File: src/design/acs_pkg.sv
// Shared timing constants for the conversion and reset sequencer
package acs_pkg;

  // ********************************************************
  // Clock and widths
  // ********************************************************
  localparam int CLK_NS = 10;
  localparam int SEL_W  = 3;
  localparam int CNT_W  = 24;

  // ********************************************************
  // Times as printed
  // ********************************************************
  localparam int T_CONV_NS       = 475;
  localparam int T_CONV_MAX_NS   = 530;
  localparam int T_ACQ_NS        = 470;
  localparam int T_CYCLE_US      = 1;
  localparam int T_CONV_LOW_NS   = 50;
  localparam int T_CONV_HIGH_NS  = 50;
  localparam int T_BUSY_DLY_NS   = 34;
  localparam int T_CS_SETUP_NS   = 20;
  localparam int T_QUIET_NS      = 50;
  localparam int T_PRST_MIN_NS   = 40;
  localparam int T_PRST_MAX_NS   = 500;
  localparam int T_FRST_NS       = 1200;
  localparam int T_PCONV_NS      = 120;
  localparam int T_FCONV_MS      = 15;
  localparam int T_PWRITE_NS     = 50;
  localparam int T_FWRITE_US     = 240;
  localparam int T_RST_WAIT_MS   = 1;
  localparam int T_PHW_SETUP_NS  = 10;
  localparam int T_FHW_SETUP_US  = 50;
  localparam int T_PHW_HOLD_NS   = 10;
  localparam int T_FHW_HOLD_US   = 240;

  // ********************************************************
  // Cycle counts; least times round up, longest round down
  // ********************************************************
  localparam int CONV_CYC      = T_CONV_NS / CLK_NS;
  localparam int CONV_MAX_CYC  = T_CONV_MAX_NS / CLK_NS;
  localparam int ACQ_CYC       = (T_ACQ_NS + CLK_NS - 1) / CLK_NS;
  localparam int CYCLE_CYC     = (T_CYCLE_US * 1000) / CLK_NS;
  localparam int CONV_LOW_CYC  = (T_CONV_LOW_NS + CLK_NS - 1) / CLK_NS;
  localparam int CONV_HIGH_CYC = (T_CONV_HIGH_NS + CLK_NS - 1) / CLK_NS;
  localparam int BUSY_DLY_CYC  = T_BUSY_DLY_NS / CLK_NS;
  localparam int CS_SETUP_CYC  = (T_CS_SETUP_NS + CLK_NS - 1) / CLK_NS;
  localparam int QUIET_CYC     = (T_QUIET_NS + CLK_NS - 1) / CLK_NS;
  localparam int PRST_MIN_CYC  = (T_PRST_MIN_NS + CLK_NS - 1) / CLK_NS;
  localparam int PRST_MAX_CYC  = T_PRST_MAX_NS / CLK_NS;
  localparam int FRST_CYC      = (T_FRST_NS + CLK_NS - 1) / CLK_NS;
  localparam int PCONV_CYC     = (T_PCONV_NS + CLK_NS - 1) / CLK_NS;
  localparam int FCONV_CYC     = (T_FCONV_MS * 1000000) / CLK_NS;
  localparam int PWRITE_CYC    = (T_PWRITE_NS + CLK_NS - 1) / CLK_NS;
  localparam int FWRITE_CYC    = (T_FWRITE_US * 1000) / CLK_NS;
  localparam int RST_WAIT_CYC  = (T_RST_WAIT_MS * 1000000) / CLK_NS;
  localparam int PHW_SETUP_CYC = (T_PHW_SETUP_NS + CLK_NS - 1) / CLK_NS;
  localparam int FHW_SETUP_CYC = (T_FHW_SETUP_US * 1000) / CLK_NS;
  localparam int PHW_HOLD_CYC  = (T_PHW_HOLD_NS + CLK_NS - 1) / CLK_NS;
  localparam int FHW_HOLD_CYC  = (T_FHW_HOLD_US * 1000) / CLK_NS;

  // ********************************************************
  // Host commands
  // ********************************************************
  typedef enum logic [2:0] {
    ACS_CMD_CONVERT = 3'h0,
    ACS_CMD_READ    = 3'h1,
    ACS_CMD_WRITE   = 3'h2,
    ACS_CMD_PRESET  = 3'h3,
    ACS_CMD_FRESET  = 3'h4
  } acs_cmd_t;

endpackage

File: src/design/acs_link_if.sv
// Pin-level link between the converter and its host
`timescale 1ns/1ps
interface acs_link_if
  import acs_pkg::*;
();
  logic             conversion_start_strobe;
  logic             cs_n;
  logic             reset_n;
  logic [SEL_W-1:0] channel_pair_select;
  logic             busy;

  modport dev (
    input  conversion_start_strobe,
    input  cs_n,
    input  reset_n,
    input  channel_pair_select,
    output busy
  );

  modport host (
    output conversion_start_strobe,
    output cs_n,
    output reset_n,
    output channel_pair_select,
    input  busy
  );
endinterface

File: src/design/acs_host.sv
// Host end: paces conversion, reads, writes and resets
`timescale 1ns/1ps
module acs_host
  import acs_pkg::*;
#(
  parameter int RD_CYCLES  = 4,
  parameter int WR_CYCLES  = 4,
  parameter int PWR_WAIT   = RST_WAIT_CYC,
  parameter int FULL_CONV  = FCONV_CYC,
  parameter int FULL_WRITE = FWRITE_CYC,
  parameter int FULL_SETUP = FHW_SETUP_CYC,
  parameter int FULL_HOLD  = FHW_HOLD_CYC
) (
  input  wire logic             sys_clk,
  input  wire logic             rst,
  acs_link_if.host              link,
  input  wire logic             power_stable,
  input  wire logic             cmd_valid,
  input  wire acs_cmd_t         cmd,
  input  wire logic [SEL_W-1:0] cmd_sel,
  output logic                  cmd_ready,
  output logic                  conv_done,
  output logic                  read_done,
  output logic                  write_done,
  output logic                  reset_done
);

  // ********************************************************
  // State and timers
  // ********************************************************
  typedef enum logic [6:0] {
    ST_PWR  = 7'h01,
    ST_RST  = 7'h02,
    ST_IDLE = 7'h04,
    ST_CHI  = 7'h08,
    ST_CLO  = 7'h10,
    ST_RD   = 7'h20,
    ST_WR   = 7'h40
  } acs_hst_t;

  // Full low time also covers config setup before release
  localparam int FULL_LOW =
    (FRST_CYC > FULL_SETUP) ? FRST_CYC : FULL_SETUP;

  acs_hst_t         state_reg;
  logic [CNT_W-1:0] st_cnt_reg, rise_cnt_reg, fall_cnt_reg;
  logic [CNT_W-1:0] csr_cnt_reg, rel_cnt_reg;
  logic             full_reg, busy_seen_reg, unread_reg;
  logic             busy_s1_reg, busy_s2_reg, busy_s3_reg;
  logic             stb_reg, cs_n_reg, rn_reg;
  logic [SEL_W-1:0] sel_reg;
  logic             take, busy_fall;
  logic             ok_conv, ok_read, ok_write, ok_reset, ok_cmd;

  function automatic logic [CNT_W-1:0] sat_inc(
    input logic [CNT_W-1:0] v);
    sat_inc = (&v) ? v : v + 1'b1;
  endfunction

  function automatic logic reached(input logic [CNT_W-1:0] v,
                                   input int lim);
    reached = v >= CNT_W'(lim);
  endfunction

  // ********************************************************
  // Busy synchroniser
  // ********************************************************
  always_ff @(posedge sys_clk) begin
    if (rst) begin
      busy_s1_reg <= 1'b0;
      busy_s2_reg <= 1'b0;
      busy_s3_reg <= 1'b0;
    end else begin
      busy_s1_reg <= link.busy;
      busy_s2_reg <= busy_s1_reg;
      busy_s3_reg <= busy_s2_reg;
    end
  end

  assign busy_fall = busy_s3_reg & ~busy_s2_reg;

  // ********************************************************
  // Spacing gates
  // ********************************************************
  always_comb begin
    ok_conv = reached(rise_cnt_reg, CYCLE_CYC)
            & reached(fall_cnt_reg, ACQ_CYC)
            & reached(csr_cnt_reg, QUIET_CYC)
            & reached(rel_cnt_reg, full_reg ? FULL_CONV : PCONV_CYC)
            & ~busy_s2_reg;
    ok_read = unread_reg & ~busy_s2_reg
            & reached(fall_cnt_reg, CS_SETUP_CYC);
    ok_write = ~busy_s2_reg & reached(csr_cnt_reg, 1)
             & reached(rel_cnt_reg, full_reg ? FULL_WRITE : PWRITE_CYC);
    ok_reset = ~busy_s2_reg
             & reached(rel_cnt_reg, full_reg ? FULL_HOLD : PHW_HOLD_CYC);
    case (cmd)
      ACS_CMD_CONVERT: ok_cmd = ok_conv;
      ACS_CMD_READ:    ok_cmd = ok_read;
      ACS_CMD_WRITE:   ok_cmd = ok_write;
      ACS_CMD_PRESET:  ok_cmd = ok_reset;
      ACS_CMD_FRESET:  ok_cmd = ok_reset;
      default:         ok_cmd = 1'b0;
    endcase
  end

  assign take = cmd_valid & cmd_ready;

  // Ready needs valid: a stale ready must not take a new command
  always_ff @(posedge sys_clk) begin
    if (rst)
      cmd_ready <= 1'b0;
    else
      cmd_ready <= (state_reg == ST_IDLE) & ok_cmd & cmd_valid & ~take;
  end

  // ********************************************************
  // Timers
  // ********************************************************
  always_ff @(posedge sys_clk) begin
    if (rst) begin
      rise_cnt_reg <= '1;
      fall_cnt_reg <= '1;
      csr_cnt_reg  <= '1;
      rel_cnt_reg  <= '0;
    end else begin
      rise_cnt_reg <= (state_reg == ST_CHI && st_cnt_reg == '0)
                    ? '0 : sat_inc(rise_cnt_reg);
      fall_cnt_reg <= busy_fall ? '0 : sat_inc(fall_cnt_reg);
      csr_cnt_reg  <= !cs_n_reg ? '0 : sat_inc(csr_cnt_reg);
      rel_cnt_reg  <= !rn_reg ? '0 : sat_inc(rel_cnt_reg);
    end
  end

  // ********************************************************
  // Sequencer
  // ********************************************************
  always_ff @(posedge sys_clk) begin
    if (rst) begin
      state_reg  <= ST_PWR;
      st_cnt_reg <= '0;
      full_reg   <= 1'b1;
      sel_reg    <= '0;
    end else begin
      st_cnt_reg <= sat_inc(st_cnt_reg);
      case (state_reg)
        ST_PWR: begin
          if (!power_stable)
            st_cnt_reg <= '0;
          else if (reached(st_cnt_reg, PWR_WAIT)) begin
            state_reg  <= ST_IDLE;
            st_cnt_reg <= '0;
          end
        end
        ST_RST: begin
          if (reached(st_cnt_reg,
                      full_reg ? FULL_LOW : PRST_MIN_CYC - 1)) begin
            state_reg  <= ST_IDLE;
            st_cnt_reg <= '0;
          end
        end
        ST_IDLE: begin
          st_cnt_reg <= '0;
          if (take) begin
            case (cmd)
              ACS_CMD_CONVERT: state_reg <= ST_CHI;
              ACS_CMD_READ:    state_reg <= ST_RD;
              ACS_CMD_WRITE:   state_reg <= ST_WR;
              ACS_CMD_PRESET, ACS_CMD_FRESET: begin
                state_reg <= ST_RST;
                full_reg  <= (cmd == ACS_CMD_FRESET);
                sel_reg   <= cmd_sel;
              end
              default:         state_reg <= ST_IDLE;
            endcase
          end
        end
        ST_CHI: begin
          if (reached(st_cnt_reg, CONV_HIGH_CYC - 1)) begin
            state_reg  <= ST_CLO;
            st_cnt_reg <= '0;
          end
        end
        ST_CLO: begin
          if (busy_seen_reg && !busy_s2_reg
              && reached(st_cnt_reg, CONV_LOW_CYC - 1))
            state_reg <= ST_IDLE;
        end
        ST_RD: begin
          if (reached(st_cnt_reg, RD_CYCLES - 1))
            state_reg <= ST_IDLE;
        end
        ST_WR: begin
          if (reached(st_cnt_reg, WR_CYCLES - 1))
            state_reg <= ST_IDLE;
        end
        default: state_reg <= ST_PWR;
      endcase
    end
  end

  // ********************************************************
  // Pins and result flags
  // ********************************************************
  always_ff @(posedge sys_clk) begin
    if (rst) begin
      busy_seen_reg <= 1'b0;
      unread_reg    <= 1'b0;
    end else begin
      if (state_reg == ST_CHI)
        busy_seen_reg <= 1'b0;
      else if (busy_s2_reg)
        busy_seen_reg <= 1'b1;
      // Set wins over clear by ordering
      if (state_reg == ST_RD || state_reg == ST_RST)
        unread_reg <= 1'b0;
      if (busy_fall)
        unread_reg <= 1'b1;
    end
  end

  always_ff @(posedge sys_clk) begin
    if (rst) begin
      stb_reg    <= 1'b0;
      cs_n_reg   <= 1'b1;
      rn_reg     <= 1'b0;
      conv_done  <= 1'b0;
      read_done  <= 1'b0;
      write_done <= 1'b0;
      reset_done <= 1'b0;
    end else begin
      stb_reg    <= (state_reg == ST_CHI);
      cs_n_reg   <= ~(state_reg == ST_RD || state_reg == ST_WR);
      rn_reg     <= ~(state_reg == ST_PWR || state_reg == ST_RST);
      conv_done  <= (state_reg == ST_CLO) & busy_seen_reg
                  & ~busy_s2_reg & reached(st_cnt_reg, CONV_LOW_CYC - 1);
      read_done  <= (state_reg == ST_RD)
                  & reached(st_cnt_reg, RD_CYCLES - 1);
      write_done <= (state_reg == ST_WR)
                  & reached(st_cnt_reg, WR_CYCLES - 1);
      reset_done <= (state_reg == ST_IDLE) & ~rn_reg;
    end
  end

  assign link.conversion_start_strobe = stb_reg;
  assign link.cs_n                    = cs_n_reg;
  assign link.reset_n                 = rn_reg;
  assign link.channel_pair_select     = sel_reg;

endmodule

File: src/flat_wrapper.sv
// flat-port wrapper written by rule: the top's interface ports become plain ports
module acs_host_flat import acs_pkg::*;
#(
  parameter int RD_CYCLES  = 4,
  parameter int WR_CYCLES  = 4,
  parameter int PWR_WAIT   = RST_WAIT_CYC,
  parameter int FULL_CONV  = FCONV_CYC,
  parameter int FULL_WRITE = FWRITE_CYC,
  parameter int FULL_SETUP = FHW_SETUP_CYC,
  parameter int FULL_HOLD  = FHW_HOLD_CYC
)
  (sys_clk, rst, power_stable, cmd_valid, cmd, cmd_sel, cmd_ready, conv_done, read_done, write_done, reset_done, link_conversion_start_strobe, link_cs_n, link_reset_n, link_channel_pair_select, link_busy);
  acs_link_if link_i ();
  input  wire logic sys_clk;
  input  wire logic rst;
  input  wire logic power_stable;
  input  wire logic cmd_valid;
  input  wire acs_cmd_t cmd;
  input  wire logic [SEL_W-1:0] cmd_sel;
  output logic cmd_ready;
  output logic conv_done;
  output logic read_done;
  output logic write_done;
  output logic reset_done;
  output wire logic [$bits(link_i.conversion_start_strobe)-1:0] link_conversion_start_strobe;
  output wire logic [$bits(link_i.cs_n)-1:0] link_cs_n;
  output wire logic [$bits(link_i.reset_n)-1:0] link_reset_n;
  output wire logic [$bits(link_i.channel_pair_select)-1:0] link_channel_pair_select;
  input wire logic [$bits(link_i.busy)-1:0] link_busy;
  assign link_conversion_start_strobe = link_i.conversion_start_strobe;
  assign link_cs_n = link_i.cs_n;
  assign link_reset_n = link_i.reset_n;
  assign link_channel_pair_select = link_i.channel_pair_select;
  assign link_i.busy = link_busy;
  acs_host #(.RD_CYCLES(RD_CYCLES), .WR_CYCLES(WR_CYCLES), .PWR_WAIT(PWR_WAIT), .FULL_CONV(FULL_CONV), .FULL_WRITE(FULL_WRITE), .FULL_SETUP(FULL_SETUP), .FULL_HOLD(FULL_HOLD)) u_core (.sys_clk(sys_clk), .rst(rst), .link(link_i), .power_stable(power_stable), .cmd_valid(cmd_valid), .cmd(cmd), .cmd_sel(cmd_sel), .cmd_ready(cmd_ready), .conv_done(conv_done), .read_done(read_done), .write_done(write_done), .reset_done(reset_done));
endmodule
File: config.mk
export PLATFORM = sky130hd
export DESIGN_NAME = acs_host_flat
export DESIGN_NICKNAME = d
export VERILOG_FILES = /design/src/design/acs_pkg.sv /design/src/design/acs_link_if.sv /design/src/design/acs_host.sv /design/src/flat_wrapper.sv
export SDC_FILE = /design/constraint.sdc
export NUM_CORES = 1
export LEC_CHECK = 0
export ABC_AREA = 0
export ABC_CLOCK_PERIOD_IN_PS = 3200
export BUFFER_PORTS_ARGS = -buffer_cell sky130_fd_sc_hd__buf_2
export CAP_MARGIN = 15
export CORE_UTILIZATION = 48
export DETAILED_ROUTE_END_ITERATION = 10
export PLACE_DENSITY = 0.62
export SLEW_MARGIN = 20
export SYNTH_ARGS = -nofsm -noshare
export SYNTH_HDL_FRONTEND = slang
export SYNTH_SLANG_ARGS = --single-unit
File: constraint.sdc
create_clock -name sys_clk -period 3.2 [get_ports sys_clk]
set_input_delay 0.32 -clock sys_clk [delete_from_list [all_inputs] [get_ports sys_clk]]
set_output_delay 0.32 -clock sys_clk [all_outputs]
set_load 0.05 [all_outputs]
==> impl_metrics.env, run 1 <==
export IMPL_crit_type="flop to flop"
export IMPL_required_ns=3.55
export IMPL_switching_share_pct=35.9
export IMPL_clk_pin_slew_ns=0.06
export IMPL_antenna_found_initial=0
export IMPL_yosysTopAreaCellShare_pct=36.7
export IMPL_outcome="complete, no violations"
export IMPL_powerDensity_nw_per_um2=766
export IMPL_hpwlAfterDp_um=11700
export IMPL_die_y_um=130
export IMPL_initial_core_util_pct=49.2
export IMPL_p_leak_nw=3.34
export IMPL_fin_ws_ns=0.485
export IMPL_post_cts_resize_count=0
export IMPL_io_buffers=21
export IMPL_setup_violations=0
export IMPL_grt_first_pass_wirelength_um=29500
export IMPL_worstMarginPinSlew_ns=0.895
export IMPL_drc_errors=0
export IMPL_cts_sinks=144
export IMPL_cts_buffers=17
export IMPL_grt_usage_pct=22.0
export IMPL_min_period_over_period_pct=84.8
export IMPL_relSlewSlack_pct=40.1
export IMPL_clock_latency_ns=0.43
export IMPL_maxCapViolations=0
export IMPL_drtIter0Drc=539
export IMPL_via_per_inst=5.62
export IMPL_cp_end_kind="flop"
export IMPL_fillerInstances=1557
export IMPL_ir_drop_mv=0.437
export IMPL_vias=6623
export IMPL_diodes=0
export IMPL_holdCritStartpoint="cmd_sel[2]"
export IMPL_htree_levels=4
export IMPL_combPwrFrac_pct=33.9
export IMPL_fmax_ghz=0.368
export IMPL_finalHoldViolations=0
export IMPL_ys_seq_elements=144
export IMPL_ys_top_cells_by_area="dfxtp_1 (37%), xnor2_1 (6.0%), ha_1 (5.7%), xor2_1 (5.1%), nor2_1 (5.1%)"
export IMPL_totalWireLength_um=17200
export IMPL_avgSynthCellArea_sq_um=8.35
export IMPL_seq_area_frac_synth_pct=36.7
export IMPL_grt_overflow=0
export IMPL_syn_nets=987
export IMPL_root_buffer="clkbuf_16"
export IMPL_core_area_sq_um=15900
export IMPL_cts_tree="built"
export IMPL_layout_drive_gt1_share_pct=8.00
export IMPL_ctsHoldBuffers=0
export IMPL_total_power_w=0.00663
export IMPL_die_w_um=130
export IMPL_syn2layout_area_growth_pct=10.4
export IMPL_yosys_warnings=0
export IMPL_startpoint="u_core.full_reg"
export IMPL_avgRoutedWirePerCell_um=14.6
export IMPL_pwr_share_seq_pct=38.0
export IMPL_r2r_start="u_core.full_reg"
export IMPL_pre_cts_slack_ns=0.496
export IMPL_post_route_util_pct=54.3
export IMPL_start_kind="flop"
export IMPL_first_global_vias=6157
export IMPL_die_area_sq_um=16900
export IMPL_max_clock_path_buffers=2
export IMPL_fin_worst_skew_ns=0.00721
export IMPL_internal_power_w=0.00425
export IMPL_synth_async_reset_ratio_pct=0
export IMPL_nets=998
export IMPL_synth_top_area_cell="dfxtp_1"
export IMPL_grt_max_degree=76
export IMPL_cp_max_fo=24
export IMPL_dr_pass1_iters=5
export IMPL_synth_edf_count=0
export IMPL_synth_area_sq_um=7850
export IMPL_place_congestion=0.824
export IMPL_pin_count=22
export IMPL_hold_class="input port to flop"
export IMPL_period_minus_slack_ns=2.72
export IMPL_synth_ff_type="dfxtp_1"
export IMPL_detail_route_antenna_nets=0
export IMPL_synthDistinctLibCells=69
export IMPL_rsz0062_at_grt="false"
export IMPL_post_cts_buffers=0
export IMPL_core_rowCount=46
export IMPL_critPathArrivalTime_ns=3.06
export IMPL_netlist_instances=940
export IMPL_p_switching_w=0.00238
export IMPL_tns_ns=0
export IMPL_p_clk_share_pct=28.1
export IMPL_drv_slew=0
synthesized netlist by cell type, drive strengths merged, types with 2 or more instances:
cell / n
ha: 36
inv: 23
or3: 9
nand3: 57
nor4: 35
nor4b: 5
clkbuf: 25
mux2i: 10
or4b: 3
o21ai: 90
a21oi: 12
nor3: 38
a32oi: 3
a31oi: 5
a221oi: 2
nor2: 107
nand2b: 6
xnor2: 54
nand4: 26
o211ai: 7
a21bo: 2
or2: 2
o21bai: 2
xor2: 46
dfxtp: 144
or4: 7
and4: 12
nand4b: 4
buf: 12
a211oi: 4
and4b: 3
a311oi: 3
a2111oi: 3
and3: 31
nor2b: 13
nand3b: 4
nor3b: 4
or3b: 3
a21o: 2
a211o: 5
nand2: 64
and2: 4
cell families (layout without fill, tap and decap cells):
logic type | after synthesis | count (layout) | share of synthesized area [%]
AOI/OAI and AO/OA | 150 | 150 | 11.6
DFF | 144 | 144 | 36.7
muxes | 11 | 11 | 1.42
and+or+nand+nor | 439 | 439 | 30.1
xor gates and xnor gates | 100 | 100 | 11.2
adders and majority gates | 36 | 36 | 5.74
buffers and inverters | 60 | 83 | 3.21
stage by stage:
stage	area (sq um)	hold WS [ns]	instances
after global routing	8660	0.138	1179
final	8660	0.138	1179
after CTS	8660	0.122	1179
after floorplan	7850	0.414	940
after detailed placement	8120	0.432	1148
after global placement	8120	0.443	1148
power by group through the flow:
stage | clock network, W | logic, W | registers, W
global placement | 0 | 0.00221 | 0.00255
floorplan | 0 | 0.00191 | 0.00244
CTS | 0.00191 | 0.00225 | 0.00251
global route | 0.00199 | 0.00258 | 0.00258
detailed placement | 0 | 0.00223 | 0.00255
finish | 0.00186 | 0.00225 | 0.00252
worst max-delay path, cell delays in order (launching register included):
cell      delay (ns)
dfxtp_1         0.39
inv_1           0.15
ha_1            0.31
nand2b_1        0.14
a211o_1         0.29
a311oi_1        0.32
o21ai_1         0.24
a21o_1          0.50
nor3_1          0.28
per-layer routing:
metal / vias to the layer above / track usage [%] / share of wire (%)
met4: 0 / 8.55 / 1.5
met5: - / 0 / 0
met3: 21 / 4.47 / 3.2
met1: 3073 / 29.8 / 50
met2: 96 / 34.5 / 45
li1: 3433 / - / -
cell usage in the layout (no fill, tap or decap), types with 10 or more instances in the layout:
| cell | synthesis | final |
|---|---|---|
| nor2b_1 | 13 | 12 |
| xor2_1 | 46 | 46 |
| and4_1 | 12 | 12 |
| a21oi_1 | 12 | 12 |
| nand2_1 | 64 | 64 |
| mux2i_1 | 10 | 10 |
| nand3_1 | 55 | 55 |
| inv_1 | 23 | 22 |
| dfxtp_1 | 144 | 144 |
| nor4_1 | 34 | 34 |
| clkbuf_16 | 0 | 17 |
| and3_1 | 31 | 31 |
| nand4_1 | 26 | 26 |
| o21ai_0 | 71 | 71 |
| o21ai_1 | 19 | 19 |
| nor2_1 | 106 | 106 |
| ha_1 | 36 | 36 |
| xnor2_1 | 54 | 54 |
| buf_2 | 9 | 21 |
| nor3_1 | 34 | 34 |
path summary, 6_finish.rpt:
path | slack (ns) | endpoint | cells after the start
worst max-delay path | 0.48 | u_core.st_cnt_reg[16] | 8
worst min-delay path | 0.14 | u_core.link.channel_pair_select[2] | 3
worst max register to register | 0.48 | u_core.st_cnt_reg[16] | 8
worst min register to register | 0.46 | u_core.busy_s2_reg | 1
layout make-up:
type	instances	area [sq um]	share of cell area [%]
well taps	216	270	3.12
clock buffers	25	485	5.60
flip-flops and latches	144	2880	33.3
clock inverters	6	57.6	0.664
multi-input cells	736	4710	54.4
repair buffers	29	165	1.91
inverters	23	86.3	0.997
Note: power is estimated with default switching activity, not from simulation.
==> run 2, diff against run 1 <==
ABC_CLOCK_PERIOD_IN_PS = 2600   (was 3200)
clock period = 2.6 ns   (was 3.2 ns; I/O delays follow)
==> run 2 against run 1 <==
  * Final area is 1.3% higher
  * Largest cell class unchanged
  * Maximum frequency rose by 15%
  * Combinational power increased by 26%
  * Largest power group unchanged
  * Clock power rose by 26%
  * Sequential cell count is the same
  * Count of clock-buffer cells in the layout is 1 higher
  * Setup slack lost 0.25 ns
==> impl_metrics.env, run 2 (synthesized netlist as in run 1, its figures left out) <==
export IMPL_outcome="complete, no violations"
export IMPL_syn2layout_area_growth_pct=11.9
export IMPL_core_rowCount=46
export IMPL_die_w_um=130
export IMPL_grt_first_pass_wirelength_um=29400
export IMPL_clk_pin_slew_ns=0.06
export IMPL_hold_class="input port to flop"
export IMPL_reg2reg_slack_ns=0.24
export IMPL_first_global_vias=6116
export IMPL_drv_slew=0
export IMPL_holdCritStartpoint="cmd_sel[1]"
export IMPL_powerDensity_nw_per_um2=943
export IMPL_place_congestion=0.808
export IMPL_crit_type="flop to flop"
export IMPL_crit_chain="ha_1 -> and3_1 -> nand2_1 -> or4_1 -> nand3_1 -> or4_1 -> nand3_1"
export IMPL_final_common_cell="dfxtp_1"
export IMPL_cp_end_kind="flop"
export IMPL_cts_tree="built"
export IMPL_clock_latency_ns=0.43
export IMPL_tns_ns=0
export IMPL_slowest_stage="or4_1"
export IMPL_fin_ws_ns=0.237
export IMPL_vias=6661
export IMPL_cp_max_fo=16
export IMPL_post_route_util_pct=55.1
export IMPL_final_cell_mix="dfxtp_1 (144), nor2_1 (106), o21ai_0 (71), nand2_1 (64), nand3_1 (55)"
export IMPL_critPathArrivalTime_ns=2.63
export IMPL_finalHoldViolations=0
export IMPL_initial_core_util_pct=49.2
export IMPL_antenna_found_initial=0
export IMPL_setup_violations=0
export IMPL_nets=1009
export IMPL_min_period_over_period_pct=90.9
export IMPL_rsz0062_at_grt="false"
export IMPL_stdcell_area_sq_um=8780
export IMPL_maxCapViolations=0
export IMPL_core_area_sq_um=15900
export IMPL_io_buffers=21
export IMPL_worstMarginPinSlew_ns=0.703
export IMPL_die_area_sq_um=16900
export IMPL_cp_num_buf_inv=0
export IMPL_hpwlAfterDp_um=11900
export IMPL_diodes=0
export IMPL_die_y_um=130
export IMPL_root_buffer="clkbuf_16"
export IMPL_drtIter0Drc=472
export IMPL_slowest_delay_ns=0.74
export IMPL_post_cts_buffers=0
export IMPL_grt_usage_pct=22.0
export IMPL_r2r_start="u_core.fall_cnt_reg[1]"
export IMPL_required_ns=2.87
export IMPL_avgRoutedWirePerCell_um=14.7
export IMPL_fin_worst_skew_ns=0.00693
export IMPL_start_kind="flop"
export IMPL_p_leak_nw=3.41
export IMPL_relSlewSlack_pct=52.9
export IMPL_fmax_ghz=0.423
export IMPL_startpoint="u_core.fall_cnt_reg[1]"
export IMPL_place_area_sq_um=8210
export IMPL_post_cts_resize_count=0
export IMPL_max_clock_path_buffers=2
export IMPL_totalWireLength_um=17400
export IMPL_ctsHoldBuffers=0
export IMPL_htree_levels=4
export IMPL_fillerInstances=1544
export IMPL_grt_overflow=0
export IMPL_grt_max_degree=76
export IMPL_pin_count=22
export IMPL_pre_cts_slack_ns=0.188
export IMPL_detail_route_antenna_nets=0
export IMPL_via_per_inst=5.60
export IMPL_cts_buffers=17
export IMPL_layout_drive_gt1_share_pct=9.24
export IMPL_ir_drop_mv=0.526
export IMPL_crit_family="simple AND/OR/NAND/NOR gates"
export IMPL_drc_errors=0
export IMPL_cts_sinks=144
export IMPL_dr_pass1_iters=5
export IMPL_period_minus_slack_ns=2.36
==> run 2: metal layers <==
metal | wire length (um) | up-vias | track usage [%]
li1 | - | 3446 | -
met1 | 8830 | 3092 | 29.5
met2 | 7850 | 106 | 35.7
met3 | 530 | 17 | 4.14
met4 | 216 | 0 | 6.77
met5 | 0 | - | 0
==> run 2: final timing paths <==
path	end	depth (start not counted)
setup / recovery	u_core.fall_cnt_reg[19]	7
hold reg to reg	u_core.busy_s2_reg	1
hold / removal	u_core.link.channel_pair_select[1]	3
setup reg to reg	u_core.fall_cnt_reg[19]	7
==> run 2: final cells by class <==
type | instances | area (sq um) | area share, %
multi-input combinational | 736 | 4720 | 53.7
sequential | 144 | 2880 | 32.8
timing repair buffer | 40 | 260 | 2.97
clock buffer | 26 | 509 | 5.80
tap | 216 | 270 | 3.08
inverter | 23 | 86.3 | 0.984
clock inverter | 5 | 52.6 | 0.599
==> run 2: worst min-delay path, delay by kind of cell <==
family	cells	cell delay, ns
and+or+nand+nor	1	0.07
muxes	1	0.05
buffers and inverters	1	0.08
==> run 2: power breakdown <==
| group | leakage [nW] | internal, W | switching, W |
|---|---|---|---|
| combinational | 1.96 | 0.00129 | 0.00154 |
| sequential | 1.17 | 0.00262 | 0.000482 |
| clock | 0.276 | 0.00143 | 0.000913 |
==> run 2: through the flow <==
stage / instances / hold WS (ns) / power, W
2_1_floorplan: 940 / 0.388 / 0.00535
3_3_place_gp: 1159 / 0.442 / 0.00592
3_5_place_dp: 1159 / 0.429 / 0.00595
4_1_cts: 1190 / 0.0610 / 0.00832
5_1_grt: 1190 / 0.0711 / 0.00887
6_report: 1190 / 0.0723 / 0.00828
==> run 3, diff against run 2 <==
BUFFER_PORTS_ARGS = -buffer_cell sky130_fd_sc_hd__clkbuf_2   (was -buffer_cell sky130_fd_sc_hd__buf_2)
CAP_MARGIN = default   (was 15)
==> run 3 against run 2 <==
  * Global-route usage down 0.071 points
  * Total power grew 2.6%
  * Register-to-register slack worse by 0.04 ns
==> impl_metrics.env, run 3 (synthesized netlist as in run 1, its figures left out) <==
export IMPL_outcome="complete, no violations"
export IMPL_setup_violations=0
export IMPL_reg2reg_slack_ns=0.20
export IMPL_grt_first_pass_wirelength_um=29600
export IMPL_cts_tree="built"
export IMPL_die_y_um=130
export IMPL_hold_depth=3
export IMPL_dr_pass1_iters=5
export IMPL_die_area_sq_um=16900
export IMPL_p_clk_share_pct=30.0
export IMPL_cp_num_buf_inv=2
export IMPL_place_area_sq_um=8250
export IMPL_fillerInstances=1503
export IMPL_ir_drop_mv=0.560
export IMPL_slowest_delay_ns=0.45
export IMPL_cts_buffers=17
export IMPL_avgRoutedWirePerCell_um=14.4
export IMPL_grt_overflow=0
export IMPL_min_period_over_period_pct=92.4
export IMPL_crit_chain="inv_2 -> buf_12 -> ha_1 -> or3b_2 -> or3_1 -> a21oi_1 -> o21ai_0 -> a32oi_1 -> o22ai_1"
export IMPL_holdCritStartpoint="cmd_sel[2]"
export IMPL_p_leak_nw=3.44
export IMPL_maxCapViolations=0
export IMPL_crit_family="simple AND/OR/NAND/NOR gates"
export IMPL_rsz0062_at_grt="false"
export IMPL_r2r_start="u_core.full_reg"
export IMPL_start_kind="flop"
export IMPL_vias=6596
export IMPL_drtIter0Drc=330
export IMPL_diodes=0
export IMPL_fmax_ghz=0.416
export IMPL_hold_class="input port to flop"
export IMPL_hpwlAfterDp_um=11800
export IMPL_clk_pin_slew_ns=0.06
export IMPL_hold_end="u_core.link.channel_pair_select[2]"
export IMPL_final_cell_mix="dfxtp_1 (144), nor2_1 (106), o21ai_0 (71), nand2_1 (64), nand3_1 (55)"
export IMPL_core_rowCount=46
export IMPL_drc_errors=0
export IMPL_combPwrFrac_pct=33.5
export IMPL_post_cts_buffers=0
export IMPL_totalWireLength_um=17200
export IMPL_pin_count=22
export IMPL_period_minus_slack_ns=2.40
export IMPL_switching_share_pct=34.2
export IMPL_die_w_um=130
export IMPL_total_power_w=0.00849
export IMPL_powerDensity_nw_per_um2=958
export IMPL_worst_r2r_endpoint="u_core.cmd_ready"
export IMPL_reg2regPathDepth=9
export IMPL_via_per_inst=5.53
export IMPL_max_clock_path_buffers=2
export IMPL_io_buffers=21
export IMPL_htree_levels=4
export IMPL_worstMarginPinSlew_ns=0.683
export IMPL_clock_latency_ns=0.42
export IMPL_p_switching_w=0.00291
export IMPL_stdcell_area_sq_um=8860
export IMPL_post_route_util_pct=55.5
export IMPL_initial_core_util_pct=49.2
export IMPL_first_global_vias=6114
export IMPL_core_area_sq_um=15900
export IMPL_tns_ns=0
export IMPL_crit_type="flop to flop"
export IMPL_cp_max_fo=17
export IMPL_critPathArrivalTime_ns=2.69
export IMPL_pwr_share_seq_pct=36.5
export IMPL_ctsHoldBuffers=0
export IMPL_grt_usage_pct=21.9
export IMPL_internal_power_w=0.00558
export IMPL_antenna_found_initial=0
export IMPL_final_common_cell="dfxtp_1"
export IMPL_detail_route_antenna_nets=0
export IMPL_drv_slew=0
export IMPL_finalHoldViolations=0
export IMPL_relSlewSlack_pct=54.5
export IMPL_nets=1012
export IMPL_place_congestion=0.829
export IMPL_root_buffer="clkbuf_16"
export IMPL_cts_sinks=144
export IMPL_grt_max_degree=76
export IMPL_slowest_stage="or3b_2"
export IMPL_required_ns=2.89
export IMPL_layout_drive_gt1_share_pct=9.31
export IMPL_fin_worst_skew_ns=0.0109
export IMPL_cp_end_kind="flop"
export IMPL_syn2layout_area_growth_pct=12.9
## run 3: what timing repair did
| action | in CTS | in global routing |
|---|---|---|
| hold endpoints to repair | 0 | 0 |
| endpoints found under the setup margin | 0 | 7 |
| gates resized for setup | 0 | 2 |
## run 3: worst max path at each step
stage / slack, ns / end / cells after the start / start
CTS: 0.11 / u_core.cmd_ready / 9 / u_core.full_reg
global route: 0.02 / u_core.cmd_ready / 9 / u_core.full_reg
global placement: 0.24 / u_core.cmd_ready / 9 / u_core.full_reg
floorplan: 0.07 / u_core.st_cnt_reg[18] / 9 / u_core.full_reg
finish: 0.20 / u_core.cmd_ready / 9 / u_core.full_reg
detailed placement: 0.17 / u_core.cmd_ready / 9 / u_core.full_reg
## run 3: stage by stage
step / instances / hold WS, ns / worst slack (ns)
final: 1193 / 0.0843 / 0.197
after detailed placement: 1162 / 0.436 / 0.170
after global routing: 1193 / 0.0786 / 0.0196
after global placement: 1162 / 0.441 / 0.240
after CTS: 1193 / 0.0653 / 0.108
after floorplan: 940 / 0.388 / 0.0732
## run 3: layout make-up
class / count / area, sq um / area share, %
clock inverter: 6 / 130 / 1.47
multi-input combinational: 736 / 4720 / 53.2
timing repair buffer: 43 / 295 / 3.33
clock buffer: 25 / 475 / 5.37
tap: 216 / 270 / 3.05
inverter: 23 / 86.3 / 0.975
sequential: 144 / 2880 / 32.6
## run 3: worst min-delay path, delay by kind of cell
| family | cells | cell delay (ns) |
|---|---|---|
| simple gates | 1 | 0.07 |
| mux | 1 | 0.06 |
| buf+inv | 1 | 0.08 |
## run 3: layer usage
| metal | track usage [%] | up-vias | routed length (um) |
|---|---|---|---|
| met4 | 6.16 | 0 | 146 |
| met3 | 4.80 | 10 | 439 |
| met5 | 0 | - | 0 |
| li1 | - | 3441 | - |
| met2 | 34.3 | 74 | 7740 |
| met1 | 30.2 | 3071 | 8830 |
## run 3: power by group through the flow
stage,Sequential (W),Clock [W],Combinational [W]
2_1_floorplan,0.00301,0,0.00235
5_1_grt,0.00317,0.00270,0.00325
6_report,0.00310,0.00254,0.00285
4_1_cts,0.00309,0.00261,0.00286
3_5_place_dp,0.00313,0,0.00283
3_3_place_gp,0.00313,0,0.00280
